<file path="src/hdrx_regs.svh">
`ifndef HDRX_REGS_SVH
`define HDRX_REGS_SVH
// Mode codes {op_mode_hi, op_mode_lo, addr_mode_bit}.
`define HDRX_MODE_TRANSP1 3'h5
`define HDRX_MODE_TRANSP0 3'h4
`define HDRX_MODE_EXT0 3'h6
`define HDRX_MODE_EXT1 3'h7
// Fixed group addresses.
`define HDRX_GROUP_ADDR_A 8'hfc
`define HDRX_GROUP_ADDR_B 8'hfe
// Poll handling codes.
`define HDRX_CMD_PREPARED_HI 4'ha
`define HDRX_ACK_LO 8'hd0
`define HDRX_ACK_HI 8'hef
`define HDRX_CTRL_RR_MASK 8'h0f
`define HDRX_CTRL_RR 8'h01
// HDLC flag, abort length and block sizes.
`define HDRX_FLAG 8'h7e
`define HDRX_ABORT_ONES 4'h7
`define HDRX_FIFO_BLOCK 7'h20
`define HDRX_LEN_BLOCK_SHIFT 5
`define HDRX_MIN_TRANSP0_BYTES 12'h002
// Status byte field positions.
`define HDRX_ST_VALID 7
`define HDRX_ST_OVF 6
`define HDRX_ST_CRC 5
`define HDRX_ST_ABORT 4
// Monitor strobe: fourth and fifth bit after the frame sync edge.
`define HDRX_MON_FIRST 3'h3
`define HDRX_MON_LAST 3'h4
// Wishbone register word addresses (byte address / 4).
`define HDRX_REG_CTRL 4'h0
`define HDRX_REG_ADDR 4'h1
`define HDRX_REG_SLOT 4'h2
`define HDRX_REG_TXCNT 4'h3
`define HDRX_REG_TXDATA 4'h4
`define HDRX_REG_RXDATA 4'h5
`define HDRX_REG_CAPT 4'h6
`define HDRX_REG_STATUS 4'h7
`endif

</file>
<file path="src/hdrx_pkg.sv">
package hdrx_pkg;
	typedef enum logic [1:0] {
		hdrx_rx_hunt_t_unused
	} hdrx_dummy_t;
	typedef enum logic [2:0] {
		HDRX_RX_HUNT,
		HDRX_RX_DATA,
		HDRX_RX_RAW
	} hdrx_rx_state_t;
	typedef enum logic [2:0] {
		HDRX_TX_IDLE,
		HDRX_TX_DATA,
		HDRX_TX_ABORT
	} hdrx_tx_state_t;
endpackage

</file>
<file path="src/hdrx_link_if.sv">
`timescale 1ns/1ns
interface hdrx_link_if;
	logic serial_clock_pin;
	logic strobe_sync_pin;
	logic frame_sync_pin;
	logic serial_in_pin;
	logic serial_out_pin;
	logic serial_out_oe;
	logic monitor_pin_a;
	modport device (
		input serial_clock_pin,
		input strobe_sync_pin,
		input frame_sync_pin,
		input serial_in_pin,
		output serial_out_pin,
		output serial_out_oe,
		output monitor_pin_a
	);
	modport station (
		output serial_clock_pin,
		output strobe_sync_pin,
		output frame_sync_pin,
		output serial_in_pin,
		input serial_out_pin,
		input serial_out_oe,
		input monitor_pin_a
	);
endinterface

</file>
<file path="src/hdrx_device.sv">
// Added by the designer: register access over Wishbone and the register offsets.
`timescale 1ns/1ns
`include "hdrx_regs.svh"
// Behaviour
// - Mode 101 matches high address byte only.
// - Mode 101 stores frame minus first byte.
// - Mode 100 stores all; capture bytes one, two.
// - Bad CRC or aborted frames still stored.
// - Mode 110 raw bits, byte into capture.
// - Mode 111 also pushes raw bytes.
// - Poll and acknowledge frames handled internally in modes 000 to 100.
// - Extended transparent repeats transmit fifo cyclically.
// - Repeat clear stops after cycle; reset immediately.
// - Continuous send requests per 32 free bytes.
// - Cleared continuous send honours twelve-bit count.
// - Underrun sends seven-plus ones abort, no CRC.
// - Maximum length is (field+1) times 32.
// - Overlong frame ends as abort, flags set.
// - One clock; mode 1 strobe gates transfer.
// - Mode 2 transfers only inside slot.
// - Slot start is slot*8 plus shift.
// - Slot active for programmed width plus one bits.
// - Mode 3 shares channel, transparent 0 only.
// - Mode 3 monitors transmit data one bit late.
// - Mode 3 status byte: valid, overflow, crc, channel.
// - Invalid on odd bits, short, aborted.
// - Fifo overflow recorded in status byte.
module hdrx_device #(
	parameter int FIFO_DEPTH = 64,
	parameter int ADDR_W = 6
) (
	input wire logic mclk_in,
	input wire logic reset_n_in,
	hdrx_link_if.device link,
	input wire logic wb_cyc_i,
	input wire logic wb_stb_i,
	input wire logic wb_we_i,
	input wire logic [5:0] wb_adr_i,
	input wire logic [3:0] wb_sel_i,
	input wire logic [31:0] wb_dat_i,
	output logic [31:0] wb_dat_o,
	output logic wb_ack_o,
	output logic dma_req_out,
	output logic message_end_irq_out
);
	// Pin synchronisers: three stages, a change counts when stages 2 and 3 agree.
	logic [2:0] clk_s_ff, stb_s_ff, fs_s_ff, din_s_ff;
	logic clk_q_ff, stb_q_ff, fs_q_ff, din_q_ff;
	always_ff @(posedge mclk_in or negedge reset_n_in) begin
		if (!reset_n_in) begin
			clk_s_ff <= 3'h0;
			stb_s_ff <= 3'h0;
			fs_s_ff <= 3'h0;
			din_s_ff <= 3'h7;
			clk_q_ff <= 1'b0;
			stb_q_ff <= 1'b0;
			fs_q_ff <= 1'b0;
			din_q_ff <= 1'b1;
		end else begin
			clk_s_ff <= {clk_s_ff[1:0], link.serial_clock_pin};
			stb_s_ff <= {stb_s_ff[1:0], link.strobe_sync_pin};
			fs_s_ff <= {fs_s_ff[1:0], link.frame_sync_pin};
			din_s_ff <= {din_s_ff[1:0], link.serial_in_pin};
			if (clk_s_ff[1] == clk_s_ff[2]) clk_q_ff <= clk_s_ff[2];
			if (stb_s_ff[1] == stb_s_ff[2]) stb_q_ff <= stb_s_ff[2];
			if (fs_s_ff[1] == fs_s_ff[2]) fs_q_ff <= fs_s_ff[2];
			if (din_s_ff[1] == din_s_ff[2]) din_q_ff <= din_s_ff[2];
		end
	end
	wire clk_now = (clk_s_ff[1] == clk_s_ff[2]) ? clk_s_ff[2] : clk_q_ff;
	wire fs_now = (fs_s_ff[1] == fs_s_ff[2]) ? fs_s_ff[2] : fs_q_ff;
	wire bit_rise = clk_now && !clk_q_ff;
	wire bit_fall = !clk_now && clk_q_ff;
	wire fs_rise = fs_now && !fs_q_ff;

	// Registers.
	logic [2:0] mode_ff;
	logic [1:0] clk_mode_ff;
	logic repeat_transmit_bit_ff, continuous_send_bit_ff, continuous_fill_bit_ff;
	logic length_check_enable_ff, monitor_out_enable_ff;
	logic [6:0] max_length_field_ff;
	logic [7:0] high_addr_match_1_ff, high_addr_match_2_ff;
	logic [4:0] channel_id_field_ff;
	logic [5:0] rx_slot_ff, tx_slot_ff;
	logic [2:0] rx_shift_ff, tx_shift_ff;
	logic [7:0] rx_slot_width_ff, tx_slot_width_ff;
	logic [11:0] tx_count_ff;
	logic [7:0] low_addr_capture_ff, ctrl_field_capture_ff, receive_status_ff;
	logic [11:0] rx_count_ff;
	logic wb_ack_ff;
	logic [31:0] wb_dat_ff;
	// Transmit and receive fifos.
	logic [7:0] tx_mem [FIFO_DEPTH];
	logic [7:0] rx_mem [FIFO_DEPTH];
	logic [ADDR_W:0] tx_wp_ff, tx_rp_ff, tx_base_ff, rx_wp_ff, rx_rp_ff;
	wire [ADDR_W:0] tx_used = tx_wp_ff - tx_rp_ff;
	wire [ADDR_W:0] rx_used = rx_wp_ff - rx_rp_ff;
	wire rx_full = rx_used[ADDR_W];
	wire tx_empty = (tx_used == '0);

	wire wb_req = wb_cyc_i && wb_stb_i && !wb_ack_ff;
	wire [3:0] wb_reg = wb_adr_i[5:2];
	wire wb_wr = wb_req && wb_we_i && wb_sel_i[0];
	wire wr_ctrl = wb_wr && wb_reg == `HDRX_REG_CTRL;
	wire wr_txd = wb_wr && wb_reg == `HDRX_REG_TXDATA && !tx_used[ADDR_W];
	wire rd_rxd = wb_req && !wb_we_i && wb_reg == `HDRX_REG_RXDATA && rx_used != '0;
	wire is_ext = mode_ff[1] && mode_ff[2];
	wire cmd_transmit_reset_cmd = wr_ctrl && wb_dat_i[31];
	wire cmd_start = wr_ctrl && wb_dat_i[30]; // transparent_send_cmd with message_end_cmd

	// Slot window for mode 2, gating for modes 1 and 3.
	logic [9:0] bit_pos_ff;
	logic [2:0] mon_pos_ff;
	wire [9:0] rx_start = {1'b0, rx_slot_ff, rx_shift_ff} + 10'h001;
	wire [9:0] tx_start = {1'b0, tx_slot_ff, tx_shift_ff} + 10'h001;
	wire rx_in_slot = bit_pos_ff >= rx_start && bit_pos_ff <= rx_start + {2'b00, rx_slot_width_ff};
	wire tx_in_slot = bit_pos_ff >= tx_start && bit_pos_ff <= tx_start + {2'b00, tx_slot_width_ff};
	wire mon_stb = mon_pos_ff >= `HDRX_MON_FIRST && mon_pos_ff <= `HDRX_MON_LAST;
	logic rx_gate, tx_gate;
	always_comb begin
		unique case (clk_mode_ff)
			2'd0: begin rx_gate = 1'b1; tx_gate = 1'b1; end
			2'd1: begin rx_gate = stb_q_ff; tx_gate = stb_q_ff; end
			2'd2: begin rx_gate = rx_in_slot; tx_gate = tx_in_slot; end
			2'd3: begin rx_gate = stb_q_ff; tx_gate = stb_q_ff || mon_stb; end
		endcase
	end
	wire rx_bit = bit_fall && rx_gate;
	wire tx_bit = bit_rise && tx_gate;

	// Receive side.
	logic [7:0] rx_sh_ff;
	logic [2:0] rx_nbit_ff;
	logic [2:0] ones_ff;
	logic in_frame_ff, addr_ok_ff, ovf_ff, skip_ff;
	logic [15:0] crc_ff;
	wire [7:0] byte_now = {din_q_ff, rx_sh_ff[7:1]};
	wire byte_done = rx_bit && rx_nbit_ff == 3'h7;
	// One bit wider than the byte count so that the largest limit of 4096 does not wrap.
	wire [12:0] max_len = {6'h00, max_length_field_ff} + 13'h0001;
	wire too_long = length_check_enable_ff &&
		{1'b0, rx_count_ff} > (max_len << `HDRX_LEN_BLOCK_SHIFT);
	wire addr_hit = byte_now == high_addr_match_1_ff || byte_now == high_addr_match_2_ff ||
		byte_now == `HDRX_GROUP_ADDR_A || byte_now == `HDRX_GROUP_ADDR_B;
	wire is_poll = (ctrl_field_capture_ff & `HDRX_CTRL_RR_MASK) == `HDRX_CTRL_RR ||
		byte_now[7:4] == `HDRX_CMD_PREPARED_HI ||
		(byte_now >= `HDRX_ACK_LO && byte_now <= `HDRX_ACK_HI);
	wire flag_seen = rx_bit && byte_now == `HDRX_FLAG;
	wire abort_seen = rx_bit && din_q_ff && ones_ff == 3'h6;
	wire frame_end = in_frame_ff && (flag_seen || abort_seen || too_long);
	wire crc_ok = crc_ff == 16'h0000;
	// A whole frame ends with its closing flag on the eighth bit of a byte.
	wire bad_len = rx_nbit_ff != 3'h7 || abort_seen || too_long ||
		(mode_ff == `HDRX_MODE_TRANSP0 && rx_count_ff < `HDRX_MIN_TRANSP0_BYTES);
	wire [7:0] status_std = {!bad_len, ovf_ff, crc_ok, abort_seen || too_long, 4'h0};
	wire [7:0] status_m3 = {!bad_len, ovf_ff, crc_ok, channel_id_field_ff};
	wire store_byte = in_frame_ff && byte_done && addr_ok_ff && !skip_ff &&
		!(mode_ff == `HDRX_MODE_TRANSP1 && rx_count_ff == 12'h000);
	wire ext_push = is_ext && mode_ff[0] && byte_done;
	wire push = store_byte || ext_push || (frame_end && addr_ok_ff && !skip_ff);
	wire [7:0] push_data = frame_end ? (clk_mode_ff == 2'd3 ? status_m3 : status_std) :
		byte_now;
	always_ff @(posedge mclk_in or negedge reset_n_in) begin
		if (!reset_n_in) begin
			rx_sh_ff <= 8'h00;
			rx_nbit_ff <= 3'h0;
			ones_ff <= 3'h0;
			in_frame_ff <= 1'b0;
			addr_ok_ff <= 1'b0;
			ovf_ff <= 1'b0;
			skip_ff <= 1'b0;
			crc_ff <= 16'hffff;
			rx_count_ff <= 12'h000;
			low_addr_capture_ff <= 8'h00;
			ctrl_field_capture_ff <= 8'h00;
			receive_status_ff <= 8'h00;
			rx_wp_ff <= '0;
			message_end_irq_out <= 1'b0;
		end else begin
			message_end_irq_out <= 1'b0;
			if (rx_bit) begin
				rx_sh_ff <= byte_now;
				rx_nbit_ff <= rx_nbit_ff + 3'h1;
				ones_ff <= din_q_ff ? (ones_ff == 3'h7 ? ones_ff : ones_ff + 3'h1) : 3'h0;
				crc_ff <= {crc_ff[14:0], 1'b0} ^ ((crc_ff[15] ^ din_q_ff) ? 16'h1021 : 16'h0);
			end
			if (is_ext) begin
				if (byte_done) low_addr_capture_ff <= byte_now;
			end else if (flag_seen) begin
				in_frame_ff <= 1'b1;
				rx_nbit_ff <= 3'h0;
				rx_count_ff <= 12'h000;
				ovf_ff <= 1'b0;
				skip_ff <= 1'b0;
				addr_ok_ff <= (mode_ff != `HDRX_MODE_TRANSP1);
				crc_ff <= 16'hffff;
			end else if (in_frame_ff && byte_done) begin
				rx_count_ff <= rx_count_ff + 12'h001;
				if (rx_count_ff == 12'h000) begin
					if (mode_ff == `HDRX_MODE_TRANSP1) addr_ok_ff <= addr_hit;
					else low_addr_capture_ff <= byte_now;
				end
				if (rx_count_ff == 12'h001) begin
					if (mode_ff == `HDRX_MODE_TRANSP1) low_addr_capture_ff <= byte_now;
					else ctrl_field_capture_ff <= byte_now;
				end
				if (rx_count_ff == 12'h002) begin
					if (mode_ff == `HDRX_MODE_TRANSP1) ctrl_field_capture_ff <= byte_now;
					else if (is_poll) skip_ff <= 1'b1;
				end
			end
			if (frame_end) begin
				in_frame_ff <= 1'b0;
				if (clk_mode_ff != 2'd3) receive_status_ff <= status_std;
				message_end_irq_out <= addr_ok_ff && !skip_ff;
			end
			if (push && rx_full) ovf_ff <= 1'b1;
			if (push && !rx_full) begin
				rx_mem[rx_wp_ff[ADDR_W-1:0]] <= push_data;
				rx_wp_ff <= rx_wp_ff + 1'b1;
			end
		end
	end

	// Transmit side.
	hdrx_pkg::hdrx_tx_state_t tx_state_ff;
	logic [7:0] tx_sh_ff;
	logic [2:0] tx_nbit_ff;
	logic [3:0] abort_cnt_ff;
	logic [11:0] tx_left_ff;
	logic serial_out_ff, mon_ff, dma_ff;
	wire tx_byte_edge = tx_bit && tx_nbit_ff == 3'h7;
	wire wrap = tx_used == 7'(1) && repeat_transmit_bit_ff;
	wire mon_on = monitor_out_enable_ff && clk_mode_ff == 2'd3;
	always_ff @(posedge mclk_in or negedge reset_n_in) begin
		if (!reset_n_in) begin
			tx_state_ff <= hdrx_pkg::HDRX_TX_IDLE;
			tx_sh_ff <= 8'hff;
			tx_nbit_ff <= 3'h0;
			abort_cnt_ff <= 4'h0;
			tx_rp_ff <= '0;
			tx_base_ff <= '0;
			serial_out_ff <= 1'b1;
			mon_ff <= 1'b1;
			dma_ff <= 1'b0;
			tx_left_ff <= 12'h000;
		end else begin
			dma_ff <= continuous_send_bit_ff ? (7'(FIFO_DEPTH) - tx_used >= `HDRX_FIFO_BLOCK)
				: (tx_left_ff != 12'h000 && !tx_used[ADDR_W]);
			if (wr_txd && tx_left_ff != 12'h000 && !continuous_send_bit_ff) tx_left_ff <= tx_left_ff - 12'h001;
			if (wb_wr && wb_reg == `HDRX_REG_TXCNT) tx_left_ff <= wb_dat_i[11:0];
			if (tx_bit) begin
				serial_out_ff <= tx_sh_ff[0];
				mon_ff <= serial_out_ff;
				tx_nbit_ff <= tx_nbit_ff + 3'h1;
				tx_sh_ff <= {1'b1, tx_sh_ff[7:1]};
			end
			if (!mon_on) mon_ff <= 1'b1;
			if (cmd_transmit_reset_cmd) begin
				tx_state_ff <= hdrx_pkg::HDRX_TX_IDLE;
				tx_rp_ff <= tx_wp_ff;
				tx_sh_ff <= `HDRX_FLAG;
			end else begin
				unique case (tx_state_ff)
					hdrx_pkg::HDRX_TX_IDLE: begin
						if (tx_byte_edge) tx_sh_ff <= is_ext ? 8'hff : `HDRX_FLAG;
						if (cmd_start && !continuous_fill_bit_ff) begin
							tx_state_ff <= hdrx_pkg::HDRX_TX_DATA;
							tx_base_ff <= tx_rp_ff;
						end
					end
					hdrx_pkg::HDRX_TX_DATA: begin
						if (tx_byte_edge) begin
							if (tx_empty) begin
								tx_state_ff <= hdrx_pkg::HDRX_TX_ABORT;
								tx_sh_ff <= 8'hff;
								abort_cnt_ff <= 4'h0;
							end else begin
								tx_sh_ff <= tx_mem[tx_rp_ff[ADDR_W-1:0]];
								tx_rp_ff <= wrap ? tx_base_ff : tx_rp_ff + 1'b1;
								if (tx_used == 7'(1) && !repeat_transmit_bit_ff && !continuous_send_bit_ff)
									tx_state_ff <= hdrx_pkg::HDRX_TX_IDLE;
							end
						end
					end
					hdrx_pkg::HDRX_TX_ABORT: begin
						if (tx_bit) abort_cnt_ff <= abort_cnt_ff + 4'h1;
						if (tx_byte_edge && abort_cnt_ff >= {1'b0, `HDRX_ABORT_ONES}) begin
							tx_state_ff <= hdrx_pkg::HDRX_TX_IDLE;
							tx_sh_ff <= `HDRX_FLAG;
						end
					end
				endcase
			end
		end
	end
	assign link.serial_out_pin = serial_out_ff;
	assign link.serial_out_oe = 1'b1;
	assign link.monitor_pin_a = mon_ff;
	assign dma_req_out = dma_ff;

	// Slot position counters.
	always_ff @(posedge mclk_in or negedge reset_n_in) begin
		if (!reset_n_in) begin
			bit_pos_ff <= 10'h000;
			mon_pos_ff <= 3'h0;
		end else if (fs_rise) begin
			bit_pos_ff <= 10'h000;
			mon_pos_ff <= 3'h0;
		end else if (bit_rise) begin
			if (bit_pos_ff != 10'h3ff) bit_pos_ff <= bit_pos_ff + 10'h001;
			if (mon_pos_ff != 3'h7) mon_pos_ff <= mon_pos_ff + 3'h1;
		end
	end

	// Wishbone slave: answers one cycle after the request, no wait states.
	logic [31:0] rd_mux;
	always_comb begin
		unique case (wb_reg)
			`HDRX_REG_CTRL: rd_mux = {9'h000, max_length_field_ff, monitor_out_enable_ff,
				length_check_enable_ff, continuous_fill_bit_ff, continuous_send_bit_ff,
				repeat_transmit_bit_ff, clk_mode_ff, mode_ff, 6'h00};
			`HDRX_REG_ADDR: rd_mux = {11'h0, channel_id_field_ff, high_addr_match_2_ff, high_addr_match_1_ff};
			`HDRX_REG_SLOT: rd_mux = {rx_slot_width_ff, tx_slot_width_ff, rx_slot_ff, rx_shift_ff[2:1], tx_slot_ff, tx_shift_ff[2:1]};
			`HDRX_REG_TXCNT: rd_mux = {20'h0, tx_left_ff};
			`HDRX_REG_RXDATA: rd_mux = {24'h0, rx_mem[rx_rp_ff[ADDR_W-1:0]]};
			`HDRX_REG_CAPT: rd_mux = {8'h0, receive_status_ff, ctrl_field_capture_ff, low_addr_capture_ff};
			`HDRX_REG_STATUS: rd_mux = {14'h0, rx_count_ff, tx_state_ff, 1'b0, rx_full, tx_empty};
			default: rd_mux = 32'h0;
		endcase
	end
	always_ff @(posedge mclk_in or negedge reset_n_in) begin
		if (!reset_n_in) begin
			wb_ack_ff <= 1'b0;
			wb_dat_ff <= 32'h0;
			rx_rp_ff <= '0;
			tx_wp_ff <= '0;
			mode_ff <= 3'h0;
			clk_mode_ff <= 2'd0;
			{monitor_out_enable_ff, length_check_enable_ff, continuous_fill_bit_ff} <= 3'h0;
			{continuous_send_bit_ff, repeat_transmit_bit_ff} <= 2'h0;
			max_length_field_ff <= 7'h00;
			{high_addr_match_1_ff, high_addr_match_2_ff, channel_id_field_ff} <= 21'h0;
			{rx_slot_ff, rx_shift_ff, tx_slot_ff, tx_shift_ff} <= 18'h0;
			{rx_slot_width_ff, tx_slot_width_ff} <= 16'h0;
		end else begin
			wb_ack_ff <= wb_req;
			wb_dat_ff <= wb_req && !wb_we_i ? rd_mux : 32'h0;
			if (rd_rxd) rx_rp_ff <= rx_rp_ff + 1'b1;
			if (wr_txd) begin
				tx_mem[tx_wp_ff[ADDR_W-1:0]] <= wb_dat_i[7:0];
				tx_wp_ff <= tx_wp_ff + 1'b1;
			end
			if (wr_ctrl) begin
				{monitor_out_enable_ff, length_check_enable_ff, continuous_fill_bit_ff} <= wb_dat_i[15:13];
				{continuous_send_bit_ff, repeat_transmit_bit_ff} <= wb_dat_i[12:11];
				clk_mode_ff <= wb_dat_i[10:9];
				mode_ff <= wb_dat_i[8:6];
				max_length_field_ff <= wb_dat_i[22:16];
			end
			if (wb_wr && wb_reg == `HDRX_REG_ADDR) begin
				{channel_id_field_ff, high_addr_match_2_ff, high_addr_match_1_ff} <= wb_dat_i[20:0];
			end
			if (wb_wr && wb_reg == `HDRX_REG_SLOT) begin
				{rx_slot_width_ff, tx_slot_width_ff} <= wb_dat_i[31:16];
				{rx_slot_ff, rx_shift_ff, tx_slot_ff, tx_shift_ff} <= {wb_dat_i[15:10], wb_dat_i[9:8], 1'b0,
					wb_dat_i[7:2], wb_dat_i[1:0], 1'b0};
			end
		end
	end
	assign wb_ack_o = wb_ack_ff;
	assign wb_dat_o = wb_dat_ff;
endmodule

</file>
<file path="src/flat_wrapper.sv">
// flat-port wrapper written by rule: the top's interface ports become plain ports
module hdrx_device_flat 
#(
	parameter int FIFO_DEPTH = 64,
	parameter int ADDR_W = 6
)
  (mclk_in, reset_n_in, wb_cyc_i, wb_stb_i, wb_we_i, wb_adr_i, wb_sel_i, wb_dat_i, wb_dat_o, wb_ack_o, dma_req_out, message_end_irq_out, link_serial_clock_pin, link_strobe_sync_pin, link_frame_sync_pin, link_serial_in_pin, link_serial_out_pin, link_serial_out_oe, link_monitor_pin_a);
  hdrx_link_if link_i ();
  input wire logic mclk_in;
  input wire logic reset_n_in;
  input wire logic wb_cyc_i;
  input wire logic wb_stb_i;
  input wire logic wb_we_i;
  input wire logic [5:0] wb_adr_i;
  input wire logic [3:0] wb_sel_i;
  input wire logic [31:0] wb_dat_i;
  output logic [31:0] wb_dat_o;
  output logic wb_ack_o;
  output logic dma_req_out;
  output logic message_end_irq_out;
  input wire logic [$bits(link_i.serial_clock_pin)-1:0] link_serial_clock_pin;
  input wire logic [$bits(link_i.strobe_sync_pin)-1:0] link_strobe_sync_pin;
  input wire logic [$bits(link_i.frame_sync_pin)-1:0] link_frame_sync_pin;
  input wire logic [$bits(link_i.serial_in_pin)-1:0] link_serial_in_pin;
  output wire logic [$bits(link_i.serial_out_pin)-1:0] link_serial_out_pin;
  output wire logic [$bits(link_i.serial_out_oe)-1:0] link_serial_out_oe;
  output wire logic [$bits(link_i.monitor_pin_a)-1:0] link_monitor_pin_a;
  assign link_i.serial_clock_pin = link_serial_clock_pin;
  assign link_i.strobe_sync_pin = link_strobe_sync_pin;
  assign link_i.frame_sync_pin = link_frame_sync_pin;
  assign link_i.serial_in_pin = link_serial_in_pin;
  assign link_serial_out_pin = link_i.serial_out_pin;
  assign link_serial_out_oe = link_i.serial_out_oe;
  assign link_monitor_pin_a = link_i.monitor_pin_a;
  hdrx_device #(.FIFO_DEPTH(FIFO_DEPTH), .ADDR_W(ADDR_W)) u_core (.mclk_in(mclk_in), .reset_n_in(reset_n_in), .link(link_i), .wb_cyc_i(wb_cyc_i), .wb_stb_i(wb_stb_i), .wb_we_i(wb_we_i), .wb_adr_i(wb_adr_i), .wb_sel_i(wb_sel_i), .wb_dat_i(wb_dat_i), .wb_dat_o(wb_dat_o), .wb_ack_o(wb_ack_o), .dma_req_out(dma_req_out), .message_end_irq_out(message_end_irq_out));
endmodule
</file>
<file path="config.mk">
export PLATFORM = sky130hd
export DESIGN_NAME = hdrx_device_flat
export DESIGN_NICKNAME = d
export VERILOG_FILES = /design/src/hdrx_pkg.sv /design/src/hdrx_link_if.sv /design/src/hdrx_device.sv /design/src/flat_wrapper.sv
export VERILOG_INCLUDE_DIRS = /design/src
export SDC_FILE = /design/constraint.sdc
export NUM_CORES = 2
export LEC_CHECK = 0
export ABC_AREA = 1
export BUFFER_PORTS_ARGS = -buffer_cell sky130_fd_sc_hd__buf_2
export CORE_MARGIN = 10
export CORE_UTILIZATION = 50
export DETAILED_ROUTE_END_ITERATION = 8
export GPL_TIMING_DRIVEN = 0
export PLACE_DENSITY = 0.66
export SLEW_MARGIN = 40
export SYNTH_ARGS = -nofsm -noshare
export SYNTH_HDL_FRONTEND = slang
export SYNTH_SLANG_ARGS = --single-unit
</file>
<file path="constraint.sdc">
create_clock -name mclk_in -period 12.41 [get_ports mclk_in]
set_clock_uncertainty 0.2 [all_clocks]
set_input_delay 0.6205 -clock mclk_in [delete_from_list [all_inputs] [get_ports mclk_in]]
set_output_delay 0.6205 -clock mclk_in [all_outputs]
set_load 0.02 [all_outputs]
</file>
==> flow_summary.yaml <==
cts:
  htree_levels: 4
  cts_max_path_buffers: 3
  cts.clk_slew.worst_paths_ns: 0.06
  insertion_delay_ns: 0.77
  clockRootBuffer: "clkbuf_16"
  post_cts_resized: 0
  cts_buffers: 141
  clock_sinks: 1289
  tritoncts: "done"
die:
  die_w_um: 354
  die_area_um2: 126000
  coreArea_um2: 111000
  rows: 122
  start_util_pct: 50.5
  fp.dieH_um: 354
  ios: 89
global_routing:
  track_usage_pct: 29.6
  grt_pass1_vias: 40295
  grt_start_max_net_pins: 68
  grt_pass1_wl_um: 275000
  overflow: 0
  antenna_found_initial: 4
power:
  switching_power_mw: 4.84
  p_int_mw: 8.35
  p_clk_share_pct: 31.3
  seq_power_share_pct: 38.9
  p_sw_share_pct: 36.7
  p_per_area_nw_per_um2: 205
  total_power_mw: 13.2
  ir_drop_uv: 170
  p_comb_share_pct: 29.8
  p_leak_nw: 23.2
logic_synthesis:
  synth_area_um2: 55900
  ys_types: 63
  synth_ff_type: "edfxtp_1"
  ys_seq_elements: 1289
  synth_cells: 4933
  syn_nets: 5083
  synth_top_area_cell: "edfxtp_1"
  avgSynthCellArea_um2: 11.3
  async_reset_ff_share_pct: 20.6
  synth_common_cells: "edfxtp_1, nor2_1, o21ai_0"
  yosys-top-cells-area: "edfxtp_1, dfrtp_1, o21ai_0, nor2_1, nand2_1"
  seq_area_frac_synth_pct: 66.9
  yosysWarnings: 0
  synth_edf_count: 1024
  yosysMostFrequentCell: "edfxtp_1"
  yosysTopAreaCellShare_pct: 55.0
worst_setup_path:
  reg2reg_depth: 26
  worstSetupEndpoint: "u_core.rx_mem[9][4]$_DFFE_PP_"
  path_max_fanout: 20
  rrSetupSlack_ns: 6.51
  critPathMaxStageDelay_ns: 0.47
  path_depth: 26
  critPathKind: "reg2reg"
  rr_startpoint: "u_core.rx_shift_ff[1]$_DFFE_PN0P_"
  critPathBufInv: 6
  critPathTopFamily: "simple AND/OR/NAND/NOR gates"
  critPathCaptureType: "register"
  crit_start: "u_core.rx_shift_ff[1]$_DFFE_PN0P_"
  crit_top_cell: "nand2_1"
  slowest_stage: "dfrtp_1"
  critPathLaunchType: "register"
  reg2reg_to: "u_core.rx_mem[9][4]$_DFFE_PP_"
  cp.required_ns: 12.82
  worstPathArrival_ns: 6.31
layout:
  area.growth.synth_to_final_pct: 14.8
  stdcell_count: 6837
  layout.nets: 5383
  register_area_um2: 37400
  multi_input_area_um2: 16800
  fillCellCount: 9115
  drive_gt1_share_pct: 12.4
timing:
  rsz0062_at_grt: "no"
  min_period_over_period_pct: 47.6
  finalSetupTns_ns: 0
  fmax_mhz: 169
  tightest_slew_ns: 0.955
  final-hold-violation-count: 0
  min_period_ns: 5.90
  final-setup-viol-count: 0
  relSlewSlack_pct: 36.3
  slew_viol_final: 0
routing:
  routed_wl_um: 191000
  vias_per_cell: 6.26
  drt_iter0_drc: 6566
  dr_total_vias: 42774
  wl_per_cell_um: 28.0
  ant_nets: 0
  dr.pass1.iters: 6
  drc: 0
place:
  place.gp.congestion: 1.01
  place_inst: 6551
  numPortBuffers: 82
  dp_hpwl_um: 131000
status:
  outcome: "completed"
min_path:
  hp-class: "in2reg"
job:
  maxCapViolCount: 0
[metrics by stage]
stage / util, % / cell area [um2] / hold slack (ns) / setup WS [ns]
after floorplan: - / 55900 / 0.125 / 5.86
after global placement: 52.5 / 58200 / 0.139 / 0.454
after detailed placement: 53.5 / 59300 / 0.138 / 6.62
after CTS: 57.8 / 64100 / 0.0103 / 6.56
after global routing: 57.9 / 64200 / 0.0316 / 6.06
final: 57.9 / 64200 / 0.0408 / 6.51
[registers in the layout, summed over array words and instances, names as in the netlist, 7 cells and up]
register	cells
u_core.high_addr_match_1_ff	8
u_core.rx_sh_ff	7
u_core.tx_slot_width_ff	8
u_core.bit_pos_ff	10
u_core.tx_wp_ff	7
u_core.tx_sh_ff	8
u_core.tx_rp_ff	7
u_core.rx_count_ff	12
u_core.crc_ff	16
u_core.tx_mem	512
u_core.max_length_field_ff	7
u_core.high_addr_match_2_ff	8
u_core.ctrl_field_capture_ff	8
u_core.tx_left_ff	12
u_core.tx_base_ff	7
u_core.rx_slot_width_ff	8
u_core.rx_rp_ff	7
u_core.low_addr_capture_ff	8
u_core.rx_mem	512
u_core.rx_wp_ff	7
u_core.wb_dat_o	32
[worst min path at each step]
stage                                       from                                    endpoint  slack [ns]  cells past startpoint
finish                              wb_dat_i[14]  u_core.high_addr_match_2_ff[6]$_DFFE_PN0P_        0.04                      3
global route                        wb_dat_i[14]  u_core.high_addr_match_2_ff[6]$_DFFE_PN0P_        0.03                      3
CTS                                 wb_dat_i[14]            u_core.rx_slot_ff[4]$_DFFE_PN0P_        0.01                      3
detailed placement  u_core.stb_s_ff[0]$_DFF_PN0_                u_core.stb_s_ff[1]$_DFF_PN0_        0.14                      0
global placement     u_core.fs_s_ff[0]$_DFF_PN0_                 u_core.fs_s_ff[1]$_DFF_PN0_        0.14                      0
floorplan                             reset_n_in          u_core.abort_cnt_ff[0]$_DFFE_PN0P_        0.12                      0
[area by class of cell]
class                      count  share of cell area (%)
antenna                        2                 0.00779
buffer                       269                    1.84
clock buffer                 180                    5.88
clock inverter                77                    1.11
inverter                     268                    1.57
multi-input combinational   3107                    26.2
sequential                  1289                    58.3
tap                         1488                    2.90
timing repair buffer         157                    2.19
[routing by layer]
layer	track usage, %	vias up	wire, um
li1	-	18368	-
met1	40.7	20993	74400
met2	43.8	2871	82900
met3	8.38	538	24400
met4	12.9	4	9260
met5	0	-	105
[tightest hold or removal path: stages]
cell and delay (ns):
buf_2 0.08, inv_1 0.10, o21ai_0 0.17
[kinds of logic (layout without fill, tap and decap cells)]
kind of cell,Yosys count,in the layout,synth area share (%)
AOI/OAI and AO/OA,1287,1287,13.1
adders and majority gates,103,103,2.34
DFF,1289,1289,66.9
buffers and inverters,537,951,3.84
and+or+nand+nor,1626,1626,12.3
xor gates and xnor gates,80,80,1.30
other,1,3,0.00671
muxes,10,10,0.192
[repair_timing]
item | CTS | global route
setup buffers | 0 | 0
hold buffers | 26 | 0
hold endpoints to repair | 166 | 0
[cells in the final DEF (no fill, tap or decap), types with 29 or more instances in the layout]
| master | instances |
|---|---|
| a21oi_1 | 118 |
| buf_2 | 158 |
| clkbuf_1 | 179 |
| clkbuf_16 | 144 |
| clkbuf_2 | 31 |
| clkinv_1 | 31 |
| dfrtp_1 | 235 |
| dfstp_2 | 30 |
| edfxtp_1 | 1024 |
| ha_1 | 95 |
| inv_1 | 236 |
| nand2_1 | 519 |
| nand3_1 | 144 |
| nand4_1 | 34 |
| nor2_1 | 746 |
| nor2_2 | 59 |
| nor3_1 | 29 |
| o211ai_1 | 77 |
| o21ai_0 | 671 |
| o21ai_1 | 68 |
| o221ai_1 | 66 |
| o22ai_1 | 237 |
| xor2_1 | 56 |
[power by group through the flow]
stage               logic (mW)  clock network (mW)  registers (mW)
CTS                       3.73                4.13            5.12
detailed placement        3.70                   0            5.20
global route              4.05                4.32            5.14
global placement          3.50                   0            5.28
finish                    3.93                4.13            5.12
floorplan                 1.89                   0            5.20
Power figures use the tool's default switching activity.
